==> src/core/acrrs_pkg.sv <==
package acrrs_pkg;

  // rate families
  typedef enum logic [1:0] {
    RATE_SINGLE = 2'b00,
    RATE_DUAL   = 2'b01,
    RATE_QUAD   = 2'b10
  } acrrs_rate_t;

  // sequencer states
  typedef enum logic [2:0] {
    ST_RESET    = 3'b000,
    ST_RELEASE  = 3'b001,
    ST_SETTLE   = 3'b010,
    ST_RUN      = 3'b011,
    ST_PWRDOWN  = 3'b100
  } acrrs_state_t;

  localparam int unsigned CLK_HZ          = 40000000;
  localparam int unsigned RELEASE_PERIODS = 1;
  localparam int unsigned SETTLE_PERIODS  = 1116;
  localparam int unsigned PWRDN_PERIODS   = 65536;

  // system clock ratios, in multiples of fS
  localparam logic [9:0] RATIO_128 = 10'h080;
  localparam logic [9:0] RATIO_192 = 10'h0C0;
  localparam logic [9:0] RATIO_256 = 10'h100;
  localparam logic [9:0] RATIO_384 = 10'h180;
  localparam logic [9:0] RATIO_512 = 10'h200;
  localparam logic [9:0] RATIO_768 = 10'h300;

  // modulator rates, in multiples of fS
  localparam logic [7:0] MOD_SINGLE = 8'h80;
  localparam logic [7:0] MOD_DUAL   = 8'h40;
  localparam logic [7:0] MOD_QUAD   = 8'h20;

  // format code that selects the one-bit stream
  localparam logic [1:0] FMT_STREAM = 2'b11;

  // slave clock detect: ratio measurement window
  localparam int unsigned DETECT_W = 11;

endpackage

==> src/core/acrrs_sequencer.sv <==
// Functional notes
// - system clock ratios 128..768 fS; 192 only master quad rate
// - master rate-select codes decode to fixed rate and clock ratio table
// - stream mode allows only code 100 at 384 or 101 at 256
// - slave mode measures clock ratio itself, ignoring rate-select for it
// - slave codes 000 single, 001 dual, 010 quad at 128; rest reserved
// - modulator at 128, 64, 32 fS; stream mode at 64 fS
// - start initialisation when both supply power-good indications are high
// - low reset input starts reset; open input reads low
// - output forced zero in reset and one sample period after release
// - output valid only after 1116 sample periods following release
// - reset low over 65536 sample periods enters power-down
// - power-down count uses system clock, plus frame clock in slave
// - reset high from power-down starts the ordinary release sequence
// - three shared audio pins carry PCM or one-bit stream signals
// - master/slave pin low selects master; slave excludes stream mode
// - both format pins high select stream mode; else PCM formats
module acrrs_sequencer
  import acrrs_pkg::*;
#(
  parameter int unsigned PWRDN_N = PWRDN_PERIODS,
  parameter int unsigned SETTLE_N = SETTLE_PERIODS
) (
  // clock and reset
  input  wire logic       clk_sys,
  input  wire logic       srst,
  // supplies and reset pin
  input  wire logic       digitalSupplyGood,
  input  wire logic       analogSupplyGood,
  input  wire logic       resetPin_n,
  // configuration pins
  input  wire logic       rate_select_bit0,
  input  wire logic       rate_select_bit1,
  input  wire logic       rate_select_bit2,
  input  wire logic       format_sel0,
  input  wire logic       format_sel1,
  input  wire logic       slaveSelect,
  // frame clock pin, input in slave mode
  input  wire logic       frameClockIn,
  // decoded configuration
  output logic [1:0]      rate_q,
  output logic [9:0]      clockRatio_q,
  output logic [7:0]      modulatorRatio_q,
  output logic            one_bit_stream_mode_q,
  output logic            slaveMode_q,
  output logic            configError_q,
  // sequencing status
  output logic            inReset_q,
  output logic            outputZero_q,
  output logic            outputValid_q,
  output logic            powerDown_q,
  output logic            samplePulse_q
);

  logic [9:0] syncPins;
  logic [2:0] rateSel;
  logic       rstHigh;
  logic       suppliesGood;
  logic       frameLvl;
  logic       frameLvlPrev_q;
  logic       frameEdge;
  logic [9:0] detRatio;
  logic       detLocked;
  logic       streamReq;
  logic       releaseOk;
  logic [9:0] divCnt_q;
  logic [16:0] periodCnt_q;
  logic [9:0] ratioNow;
  logic       tick;
  logic       lastClk;
  acrrs_state_t state_q;

  // pins pass the three-stage synchroniser
  acrrs_sync #(.W(10)) u_sync (
    .clk_sys (clk_sys),
    .srst    (srst),
    .asyncIn ({frameClockIn, slaveSelect, format_sel1, format_sel0,
               rate_select_bit2, rate_select_bit1, rate_select_bit0,
               resetPin_n, analogSupplyGood, digitalSupplyGood}),
    .syncOut (syncPins)
  );

  assign suppliesGood = syncPins[0] & syncPins[1];
  // an open pin is pulled low externally, so it reads as reset
  assign rstHigh      = syncPins[2];
  assign rateSel      = syncPins[5:3];
  assign streamReq    = syncPins[7:6] == FMT_STREAM;
  assign frameLvl     = syncPins[9];
  assign releaseOk    = suppliesGood & rstHigh;

  always_ff @(posedge clk_sys) begin
    if (srst) begin
      frameLvlPrev_q <= 1'b0;
    end else begin
      frameLvlPrev_q <= frameLvl;
    end
  end

  // previous level resets low like the idle pin, so no false edge follows reset
  assign frameEdge = frameLvl & ~frameLvlPrev_q;

  acrrs_ratio_detect u_detect (
    .clk_sys   (clk_sys),
    .srst      (srst),
    .frameEdge (frameEdge),
    .ratio_q   (detRatio),
    .locked_q  (detLocked)
  );

  // configuration is latched only while held in reset
  always_ff @(posedge clk_sys) begin
    if (srst) begin
      slaveMode_q           <= 1'b0;
      one_bit_stream_mode_q <= 1'b0;
      rate_q                <= RATE_SINGLE;
      clockRatio_q          <= RATIO_768;
      modulatorRatio_q      <= MOD_SINGLE;
      configError_q         <= 1'b0;
    end else if (state_q == ST_RESET || state_q == ST_PWRDOWN) begin
      slaveMode_q           <= syncPins[8];
      one_bit_stream_mode_q <= streamReq && !syncPins[8];
      configError_q         <= 1'b0;
      if (!syncPins[8]) begin
        unique case (rateSel)
          3'b000: begin
            rate_q <= RATE_SINGLE;
            clockRatio_q <= RATIO_768;
          end
          3'b001: begin
            rate_q <= RATE_SINGLE;
            clockRatio_q <= RATIO_512;
          end
          3'b010: begin
            rate_q <= RATE_SINGLE;
            clockRatio_q <= RATIO_384;
          end
          3'b011: begin
            rate_q <= RATE_SINGLE;
            clockRatio_q <= RATIO_256;
          end
          3'b100: begin
            rate_q <= RATE_DUAL;
            clockRatio_q <= RATIO_384;
          end
          3'b101: begin
            rate_q <= RATE_DUAL;
            clockRatio_q <= RATIO_256;
          end
          3'b110: begin
            rate_q <= RATE_QUAD;
            clockRatio_q <= RATIO_192;
          end
          3'b111: begin
            rate_q <= RATE_QUAD;
            clockRatio_q <= RATIO_128;
          end
        endcase
        // stream mode accepts only codes 100 and 101
        if (streamReq && rateSel[2:1] != 2'b10) begin
          configError_q <= 1'b1;
        end
        if (streamReq || rateSel[2:1] == 2'b10) begin
          modulatorRatio_q <= MOD_DUAL;
        end else if (rateSel[2]) begin
          modulatorRatio_q <= MOD_QUAD;
        end else begin
          modulatorRatio_q <= MOD_SINGLE;
        end
      end else begin
        clockRatio_q <= detRatio;
        unique case (rateSel)
          3'b000: begin
            rate_q <= RATE_SINGLE;
            modulatorRatio_q <= MOD_SINGLE;
          end
          3'b001: begin
            rate_q <= RATE_DUAL;
            modulatorRatio_q <= MOD_DUAL;
          end
          3'b010: begin
            rate_q <= RATE_QUAD;
            modulatorRatio_q <= MOD_QUAD;
            configError_q <= detLocked && detRatio != RATIO_128;
          end
          default: begin
            rate_q <= RATE_SINGLE;
            modulatorRatio_q <= MOD_SINGLE;
            configError_q <= 1'b1;
          end
        endcase
      end
    end
  end

  // live ratio: slave tracks the detector while counting power-down
  assign ratioNow = slaveMode_q ? detRatio : clockRatio_q;

  // last system clock of a sample period, shared by divider and tick
  function automatic logic periodEnd(input logic [9:0] cnt, input logic [9:0] ratio);
    periodEnd = cnt >= ratio - 10'h001;
  endfunction

  assign lastClk = periodEnd(divCnt_q, ratioNow);

  // one sample-period tick per ratio system clocks
  always_ff @(posedge clk_sys) begin
    if (srst) begin
      divCnt_q <= '0;
    end else if (lastClk) begin
      divCnt_q <= '0;
    end else begin
      divCnt_q <= divCnt_q + 10'h001;
    end
  end

  // slave mode counts frame clock edges, master mode the divided clock
  assign tick = slaveMode_q ? frameEdge : lastClk;

  // sample-period strobe, one clock wide
  always_ff @(posedge clk_sys) begin
    if (srst) begin
      samplePulse_q <= 1'b0;
    end else begin
      samplePulse_q <= tick;
    end
  end

  // main sequence
  always_ff @(posedge clk_sys) begin
    if (srst) begin
      state_q     <= ST_RESET;
      periodCnt_q <= '0;
    end else if (!releaseOk) begin
      // supply or pin low: hold in reset; pin low with supplies good counts toward power-down
      if (state_q == ST_PWRDOWN) begin
        periodCnt_q <= '0;
      end else if (state_q != ST_RESET) begin
        state_q     <= ST_RESET;
        periodCnt_q <= '0;
      end else if (!rstHigh && suppliesGood && tick) begin
        if (periodCnt_q >= 17'(PWRDN_N)) begin
          state_q     <= ST_PWRDOWN;
          periodCnt_q <= '0;
        end else begin
          periodCnt_q <= periodCnt_q + 17'h00001;
        end
      end
    end else begin
      unique case (state_q)
        ST_RESET, ST_PWRDOWN: begin
          state_q     <= ST_RELEASE;
          periodCnt_q <= '0;
        end
        // one sample period more with the output still forced to zero
        ST_RELEASE: begin
          if (tick) begin
            state_q     <= ST_SETTLE;
            periodCnt_q <= '0;
          end
        end
        // output stays invalid until the settle count is done
        ST_SETTLE: begin
          if (tick) begin
            if (periodCnt_q >= 17'(SETTLE_N - 1)) begin
              state_q     <= ST_RUN;
              periodCnt_q <= '0;
            end else begin
              periodCnt_q <= periodCnt_q + 17'h00001;
            end
          end
        end
        ST_RUN: begin
          // a lost release condition is handled above and returns to reset
          periodCnt_q <= '0;
        end
        // unused state codes fall back to reset
        default: begin
          state_q <= ST_RESET;
        end
      endcase
    end
  end

  // status outputs
  always_ff @(posedge clk_sys) begin
    if (srst) begin
      inReset_q     <= 1'b1;
      outputZero_q  <= 1'b1;
      outputValid_q <= 1'b0;
      powerDown_q   <= 1'b0;
    end else begin
      inReset_q     <= state_q == ST_RESET || state_q == ST_PWRDOWN
                       || state_q == ST_RELEASE;
      outputZero_q  <= state_q != ST_SETTLE && state_q != ST_RUN;
      outputValid_q <= state_q == ST_RUN;
      powerDown_q   <= state_q == ST_PWRDOWN;
    end
  end

endmodule

==> src/core/acrrs_sync.sv <==
module acrrs_sync #(
  parameter int unsigned W = 1
) (
  // clock and reset
  input  wire logic         clk_sys,
  input  wire logic         srst,
  // data
  input  wire logic [W-1:0] asyncIn,
  output logic      [W-1:0] syncOut
);

  logic [W-1:0] stage1_q;
  logic [W-1:0] stage2_q;
  logic [W-1:0] stage3_q;

  always_ff @(posedge clk_sys) begin
    if (srst) begin
      stage1_q <= '0;
      stage2_q <= '0;
      stage3_q <= '0;
      syncOut  <= '0;
    end else begin
      stage1_q <= asyncIn;
      stage2_q <= stage1_q;
      stage3_q <= stage2_q;
      // a bit changes once the second and third stages agree
      for (int i = 0; i < W; i++) begin
        if (stage2_q[i] == stage3_q[i]) begin
          syncOut[i] <= stage3_q[i];
        end
      end
    end
  end

endmodule

==> src/core/acrrs_ratio_detect.sv <==
module acrrs_ratio_detect
  import acrrs_pkg::*;
(
  // clock and reset
  input  wire logic       clk_sys,
  input  wire logic       srst,
  // synchronised frame clock edge
  input  wire logic       frameEdge,
  // measured ratio
  output logic      [9:0] ratio_q,
  output logic            locked_q
);

  logic [DETECT_W-1:0] count_q;

  function automatic logic [9:0] snapRatio(input logic [DETECT_W-1:0] n);
    if (n < 11'd160) begin
      snapRatio = RATIO_128;
    end else if (n < 11'd320) begin
      snapRatio = RATIO_256;
    end else if (n < 11'd448) begin
      snapRatio = RATIO_384;
    end else if (n < 11'd640) begin
      snapRatio = RATIO_512;
    end else begin
      snapRatio = RATIO_768;
    end
  endfunction

  // counts system clocks between frame clock rising edges
  always_ff @(posedge clk_sys) begin
    if (srst) begin
      count_q  <= '0;
      ratio_q  <= RATIO_256;
      locked_q <= 1'b0;
    end else if (frameEdge) begin
      count_q  <= 11'h001;
      if (locked_q || count_q != '0) begin
        ratio_q  <= snapRatio(count_q);
        locked_q <= count_q != '0;
      end
    end else if (count_q != 11'h7FF) begin
      count_q <= count_q + 11'h001;
    end else begin
      locked_q <= 1'b0;
    end
  end

endmodule

==> config.mk <==
export PLATFORM = sky130hd
export DESIGN_NAME = acrrs_sequencer
export DESIGN_NICKNAME = d
export VERILOG_FILES = /design/src/core/acrrs_pkg.sv /design/src/core/acrrs_sequencer.sv /design/src/core/acrrs_sync.sv /design/src/core/acrrs_ratio_detect.sv
export SDC_FILE = /design/constraint.sdc
export NUM_CORES = 1
export LEC_CHECK = 0
export ABC_CLOCK_PERIOD_IN_PS = 3900
export BUFFER_PORTS_ARGS = -buffer_cell sky130_fd_sc_hd__buf_2
export CAP_MARGIN = 5
export CORE_ASPECT_RATIO = 0.8
export CORE_MARGIN = 1.5
export CORE_UTILIZATION = 49
export CTS_CLUSTER_DIAMETER = 30
export DETAILED_ROUTE_END_ITERATION = 12
export PLACE_DENSITY_LB_ADDON = 0.3
export SETUP_SLACK_MARGIN = 0.4
export SYNTH_ARGS = -nofsm -noshare
export SYNTH_HDL_FRONTEND = slang
export SYNTH_SLANG_ARGS = --single-unit
==> constraint.sdc <==
create_clock -name clk_sys -period 3.9 [get_ports clk_sys]
set_input_delay 0 -clock clk_sys [delete_from_list [all_inputs] [get_ports clk_sys]]
set_output_delay 0 -clock clk_sys [all_outputs]
set_load 0.02 [all_outputs]
==> out/results.ini, run 1 <==
[clocking]
cts_resized=0
cts_buffers=9
cts_tree=done
clock_path_buffers=2
clkLatencyLatePin_ps=350
clock_sink_count=103
cts-root-buf=clkbuf_16
clk_pin_slew_ps=70
htreeDepth=3

[die]
ios=40
coreArea_um2=8633
die_y_um=88.28
die_w_um=109.6
die_area_um2=9675
start_util_pct=51.59
rows=30

[logic_synthesis]
synthTopCellsByArea=dfxtp_1, nor2_1, nor2b_1
synth_area_um2=4454
synth_edf_count=0
ys_async_sr_fraction_pct=0
ys_seq_area_share_pct=46.29
synth_most_common_cell=dfxtp_1
synth_ff_type=dfxtp_1
ys_ff_latch=103
synth_common_cells=dfxtp_1, nor2_1, nand2_1, a21oi_1, nor2b_1
syn_inst=515
yosysTopAreaCellShare_pct=46.29
syn_area_per_cell_um2=8.649
ys_warn_count=0
synth.distinct_cells=52
yosysTopAreaCell=dfxtp_1

[route]
drtIter0Drc=170
ant_nets=0
drt_wl_total_um=7937
drc=0
dr.pass1.iters=4
viasPerCell=5.161
num_vias=3396
routedWlPerCell_um=12.06

[placed_design]
port_buffers=28
place.gp.congestion=0.8140
dpl.hpwl_um=5506

[critical_path]
slowest_stage=dfxtp_1
crit_family=simple AND/OR/NAND/NOR gates
path_cells=mux2i_1, nand2_1, xnor2_1, o21ai_0, ha_1, nand2_1, nor4_4, o211ai_4, and2_4, o21bai_4, nor2_1
crit_type=reg2reg
crit_path_frequent_cell=nand2_1
critPathMaxStageDelay_ps=480
cp_max_fo=17
cp.arrival_ps=3130
critical_path.startpoint_type=flop
cp_data_required_time_ps=4120
cp_num_buf_inv=0
cp-end-kind=flop

[flow_run]
drv_cap=0

[sta]
max_freq_ghz=0.3438
rsz0062_at_grt=false
maxSlewViolCount=0
fin_crit_sh_pct=74.58
setup_violations=0
finClkSkew_ps=8.230
final.min_clock_period_ps=2909
worst_slew_pin_slew_ps=796.1
setup_tns_ps=0
slew_headroom_pct=46.92
hold_viol=0

[grt]
track_usage_pct=18.09
grt_overflow=0
grt_pass1_vias=3079
grt_max_degree=46
antenna_found_initial=0
grt_pass1_wl_um=13600

[power_and_ir_drop]
p_per_area_nw_per_um2=414.4
vdd_ir_drop_max_mv=0.3852
power.leakage_nw=1.843
p_total_mw=2.078

[finish]
drive_gt1_share_pct=10.26
regArea_um2=2062
n_fill_cell=767
fin_nets=563
syn2layout_area_growth_pct=12.61
antenna_cells=0
final_core_utilization_pct=58.10
multi_input_area_um2=2191

[worst_hold_path]
min_path_type=in2reg

[outcome]
status=completed

[area by class of cell]
| cell class | count | area share (%) |
|---|---|---|
| Multi-Input combinational cell | 373 | 43.68 |
| Tap cell | 112 | 2.794 |
| Timing Repair Buffer | 40 | 5.089 |
| Clock inverter | 6 | 1.522 |
| Sequential cell | 103 | 41.11 |
| Clock buffer | 10 | 4.764 |
| Inverter | 14 | 1.048 |
[where the power goes]
part,switching (mW),internal [mW],total [mW],leakage [nW]
clock,0.405,0.526,0.931,0.149
sequential,0.0106,1.07,1.08,0.836
combinational,0.0388,0.0284,0.0672,0.857
total,0.454,1.62,2.08,1.84
[what timing repair did]
| item | CTS | global route |
|---|---|---|
| hold buffers | 10 | 0 |
| setup buffers | 0 | 0 |
| endpoints found under the hold margin | 10 | 0 |
[metrics by stage]
stage	cells	cell area, um2	setup slack [ps]	hold slack (ps)
finish	658	5016	991.5	216.3
global route	658	5016	711.8	254.5
CTS	658	5016	964.9	228.3
detailed placement	632	4601	978.9	213.2
global placement	632	4601	1067	211.8
floorplan	525	4492	993.8	128.2
[flip-flops by register name (all words and copies together), names as in the netlist, 2 cells and up]
register          flops
periodCnt_q          17
u_detect.count_q     11
divCnt_q             10
u_sync.stage1_q      10
u_sync.stage2_q      10
u_sync.stage3_q      10
u_sync.syncOut       10
clockRatio_q          4
modulatorRatio_q      3
state_q               3
u_detect.ratio_q      3
rate_q                2
[layer usage]
layer,track usage (%),vias up,part of all wire (%),wire length (um)
met5,0,-,0,0
met4,7.320,0,1.8,145
met3,5.302,13,4.1,324
met2,27.56,60,43,3410
met1,24.19,1545,51,4056
li1,-,1778,-,-
[layout by cell type (no fill, tap or decap), drive strengths merged, types with 4 or more instances in the layout]
master,netlist,layout
a211o,4,4
dfxtp,103,103
nor2b,40,40
buf,20,30
xor2,8,8
mux2i,5,5
nor2,67,67
dlygate4sd3,0,10
xnor2,23,23
ha,10,10
nand2,43,43
nand4,7,7
or3,6,6
inv,14,17
nor4,4,4
nor3,12,12
a2111oi,5,5
nand3,22,22
o21ai,25,25
a21oi,40,40
and3,6,6
clkbuf,15,10
conb,1,11
[worst paths after layout]
| path | start | endpoint | cells past startpoint | slack [ps] |
|---|---|---|---|---|
| setup / recovery | slaveMode_q$_SDFFE_PP0N_ | periodCnt_q[10]$_SDFFE_PP0P_ | 11 | 990 |
| hold / removal | srst | u_detect.ratio_q[7]$_SDFFE_PP0P_ | 2 | 220 |
| setup reg to reg | slaveMode_q$_SDFFE_PP0N_ | periodCnt_q[10]$_SDFFE_PP0P_ | 11 | 990 |
| hold reg to reg | u_sync.stage1_q[7]$_SDFF_PP0_ | u_sync.stage2_q[7]$_SDFF_PP0_ | 1 | 430 |
[kinds of logic after synthesis]
group                      count (synthesis)  share of synthesized area [%]
adders and majority gates                 10                          2.809
other                                      1                        0.08419
muxes                                      5                          1.124
DFF                                      103                          46.29
AOI/OAI and AO/OA                         95                          13.54
and+or+nand+nor                          221                          24.69
xor gates and xnor gates                  31                          6.095
buffers and inverters                     49                          5.365
No activity file was read; power rests on OpenSTA's default activity.
==> inputs of run 2 (changes only) <==
--- a/config.mk
+++ b/config.mk
@@ -5,7 +5,7 @@
 export SDC_FILE = /design/constraint.sdc
 export NUM_CORES = 1
 export LEC_CHECK = 0
-export ABC_CLOCK_PERIOD_IN_PS = 3900
+export ABC_CLOCK_PERIOD_IN_PS = 2980
 export BUFFER_PORTS_ARGS = -buffer_cell sky130_fd_sc_hd__buf_2
 export CAP_MARGIN = 5
 export CORE_ASPECT_RATIO = 0.8
==> constraint.sdc (replaced) <==
create_clock -name clk_sys -period 2.98 [get_ports clk_sys]
set_input_delay 0 -clock clk_sys [delete_from_list [all_inputs] [get_ports clk_sys]]
set_output_delay 0 -clock clk_sys [all_outputs]
set_load 0.02 [all_outputs]
==> run 2 against run 1 <==
Routed wire length increased by 14%; count of clock-buffer cells in the layout decreased by 1; maximum frequency increased by 3.5%; clock power increased by 19%; via count increased by 5.4%; hold slack got worse by 95 ps; clock skew increased by 1.1 ps; first-iteration DRC count increased by 15%; sequential power increased by 31%.
==> out/results.ini, run 2 (synthesized netlist as in run 1, its figures left out) <==
[worst_hold_path]
min_path_type=in2reg  ; unchanged

[critical_path]
path_cells=mux2i_4, nand2_2, xnor2_2, o21ai_1, ha_1, nand2_2, nor4_4, o211ai_4, a2111oi_4, xnor2_1, nor2_2  ; was mux2i_1, nand2_1, xnor2_1, o21ai_0, ha_1, nand2_1, nor4_4, o211ai_4, and2_4, o21bai_4, nor2_1
critical_path.startpoint_type=flop  ; unchanged
cp.arrival_ps=3040  ; was 3130 ps
slowest_stage=nor4_4  ; was dfxtp_1
critPathMaxStageDelay_ps=420  ; was 480 ps
cp-end-kind=flop  ; unchanged
crit_type=reg2reg  ; unchanged
cp_data_required_time_ps=3210  ; was 4120 ps
crit_path_frequent_cell=nand2_2  ; was nand2_1
cp_max_fo=5  ; was 17
r2r_slack_ps=170  ; was 990 ps

[finish]
fin_nets=578  ; was 563
antenna_cells=0  ; unchanged
top_register=periodCnt_q  ; unchanged
layout_commonest_cell=dfxtp_1  ; unchanged
layout_common_cells=dfxtp_1, nor2_1, nand2_1  ; unchanged
syn2layout_area_growth_pct=17.87  ; was 12.61%
reg.largest.list=periodCnt_q: 17 flops, u_detect.count_q: 11 flops  ; unchanged
largest_reg_flops=17  ; unchanged
final_core_utilization_pct=60.81  ; was 58.10%
fin_cells=673  ; was 658
drive_gt1_share_pct=15.69  ; was 10.26%
n_fill_cell=756  ; was 767

[die]
die_y_um=88.28  ; unchanged
die_area_um2=9675  ; unchanged
start_util_pct=51.59  ; unchanged
rows=30  ; unchanged
coreArea_um2=8633  ; unchanged
ios=40  ; unchanged
die_w_um=109.6  ; unchanged

[placed_design]
port_buffers=28  ; unchanged
place_worst_setup_slack_ps=129.1  ; was 978.9 ps
place.gp.congestion=0.8221  ; was 0.8140
dp_cells=632  ; unchanged
dpl.hpwl_um=5779  ; was 5506 um

[clocking]
clock_path_buffers=2  ; unchanged
cts_tree=done  ; unchanged
clkLatencyLatePin_ps=350  ; about the same
cts-root-buf=clkbuf_16  ; unchanged
clk_pin_slew_ps=70  ; about the same
clock_sink_count=103  ; unchanged
htreeDepth=3  ; unchanged
cts_buffers=9  ; unchanged

[sta]
rsz0062_at_grt=true  ; was false
maxSlewViolCount=0  ; unchanged
max_freq_ghz=0.3560  ; was 0.3438 GHz
hold_viol=0  ; unchanged
final.min_clock_period_ps=2809  ; was 2909 ps
slew_headroom_pct=53.92  ; was 46.92%
setup_tns_ps=0  ; unchanged
setup_violations=0  ; unchanged
finClkSkew_ps=9.356  ; was 8.230 ps
worst_slew_pin_slew_ps=689.5  ; was 796.1 ps
fin_crit_sh_pct=94.26  ; was 74.58%
setup_slack_ps=171.1  ; was 991.5 ps

[route]
dr.pass1.iters=5  ; was 4
routedWlPerCell_um=13.47  ; was 12.06 um
drtIter0Drc=195  ; was 170
met2_length_um=4161  ; was 3410 um
wl_met3_um=426  ; was 324 um
num_vias=3581  ; was 3,396
viasPerCell=5.321  ; was 5.161
drc=0  ; unchanged
ant_nets=0  ; unchanged
wl_met1_um=4299  ; was 4056 um
drt_wl_total_um=9066  ; was 7937 um
highest_layer=met4  ; unchanged

[power_and_ir_drop]
p_total_mw=2.621  ; was 2.078 mW
p_per_area_nw_per_um2=499.2  ; was 414.4 nW/um2
power.leakage_nw=1.919  ; was 1.843 nW
vdd_ir_drop_max_mv=0.5257  ; was 0.3852 mV

[grt]
grt_pass1_vias=3218  ; was 3,079
grt_pass1_wl_um=14560  ; was 13,600 um
antenna_found_initial=0  ; unchanged
grt_max_degree=40  ; was 46
track_usage_pct=19.32  ; was 18.09%
grt_overflow=0  ; unchanged

[outcome]
status=completed  ; unchanged

[flow_run]
drv_cap=0  ; unchanged

## run 2: changes by cell type in the layout (fill, tap and decap cells not counted), moves of 3 or more
| cell | change |
|---|---|
| a2111oi_4 | +3 |
| nor2_1 | -7 |
| a2111oi_2 | -3 |
| nor2_2 | +6 |
| buf_4 | +9 |
| buf_6 | +4 |
## run 2: power by group
| group | leakage, nW | switching, mW | internal (mW) |
|---|---|---|---|
| clock network | 0.138 | 0.536 | 0.577 |
| logic | 0.944 | 0.0535 | 0.0415 |
| registers | 0.837 | 0.0141 | 1.40 |
## run 2: final timing paths
check / to / cells after the start / from
min: u_detect.ratio_q[7]$_SDFFE_PP0P_ / 2 / srst
min reg2reg: u_sync.stage2_q[6]$_SDFF_PP0_ / 1 / u_sync.stage1_q[6]$_SDFF_PP0_
max: periodCnt_q[15]$_SDFFE_PP0P_ / 11 / slaveMode_q$_SDFFE_PP0N_
max reg2reg: periodCnt_q[15]$_SDFFE_PP0P_ / 11 / slaveMode_q$_SDFFE_PP0N_
## run 2: worst max-delay path: cells and delay by family (launching register included)
family	cells	cell delay, ps
DFF	1	380
xor gates and xnor gates	2	340
adders and majority gates	1	330
AOI/OAI and AO/OA	3	710
and+or+nand+nor	4	660
muxes	1	250
## run 2: timing repair
| item | CTS | global route |
|---|---|---|
| hold buffers | 10 | 0 |
| buffers inserted | 10 | 4 |
| endpoints found under the setup margin | 19 | 20 |
| pin swaps | 16 | 11 |
| gates resized for setup | 8 | 16 |
| gates cloned | 1 | 0 |
| endpoints found under the hold margin | 10 | 0 |
## run 2: area by class of cell
| class | instances | area [um2] | share of cell area, % |
|---|---|---|---|
| multi-input cells | 374 | 2323 | 44.26 |
| clock inverters | 7 | 55.05 | 1.049 |
| well taps | 112 | 140.1 | 2.669 |
| inverters | 14 | 52.55 | 1.001 |
| repair buffers | 54 | 387.9 | 7.388 |
| clock buffers | 9 | 225.2 | 4.290 |
| flip-flops and latches | 103 | 2066 | 39.35 |
## run 2: routing by layer
layer | vias up | GRT usage, %
met1 | 1666 | 24.28
met5 | - | 0
met2 | 88 | 31.06
li1 | 1809 | -
met3 | 18 | 5.302
met4 | 0 | 8.973
## run 2: stage by stage
| stage | hold slack, ps | instance area [um2] |
|---|---|---|
| 2_1_floorplan | 128.2 | 4522 |
| 3_3_place_gp | 211.9 | 4617 |
| 3_5_place_dp | 218.7 | 4617 |
| 4_1_cts | 112.9 | 5135 |
| 5_1_grt | 157.6 | 5250 |
| 6_report | 121.6 | 5250 |
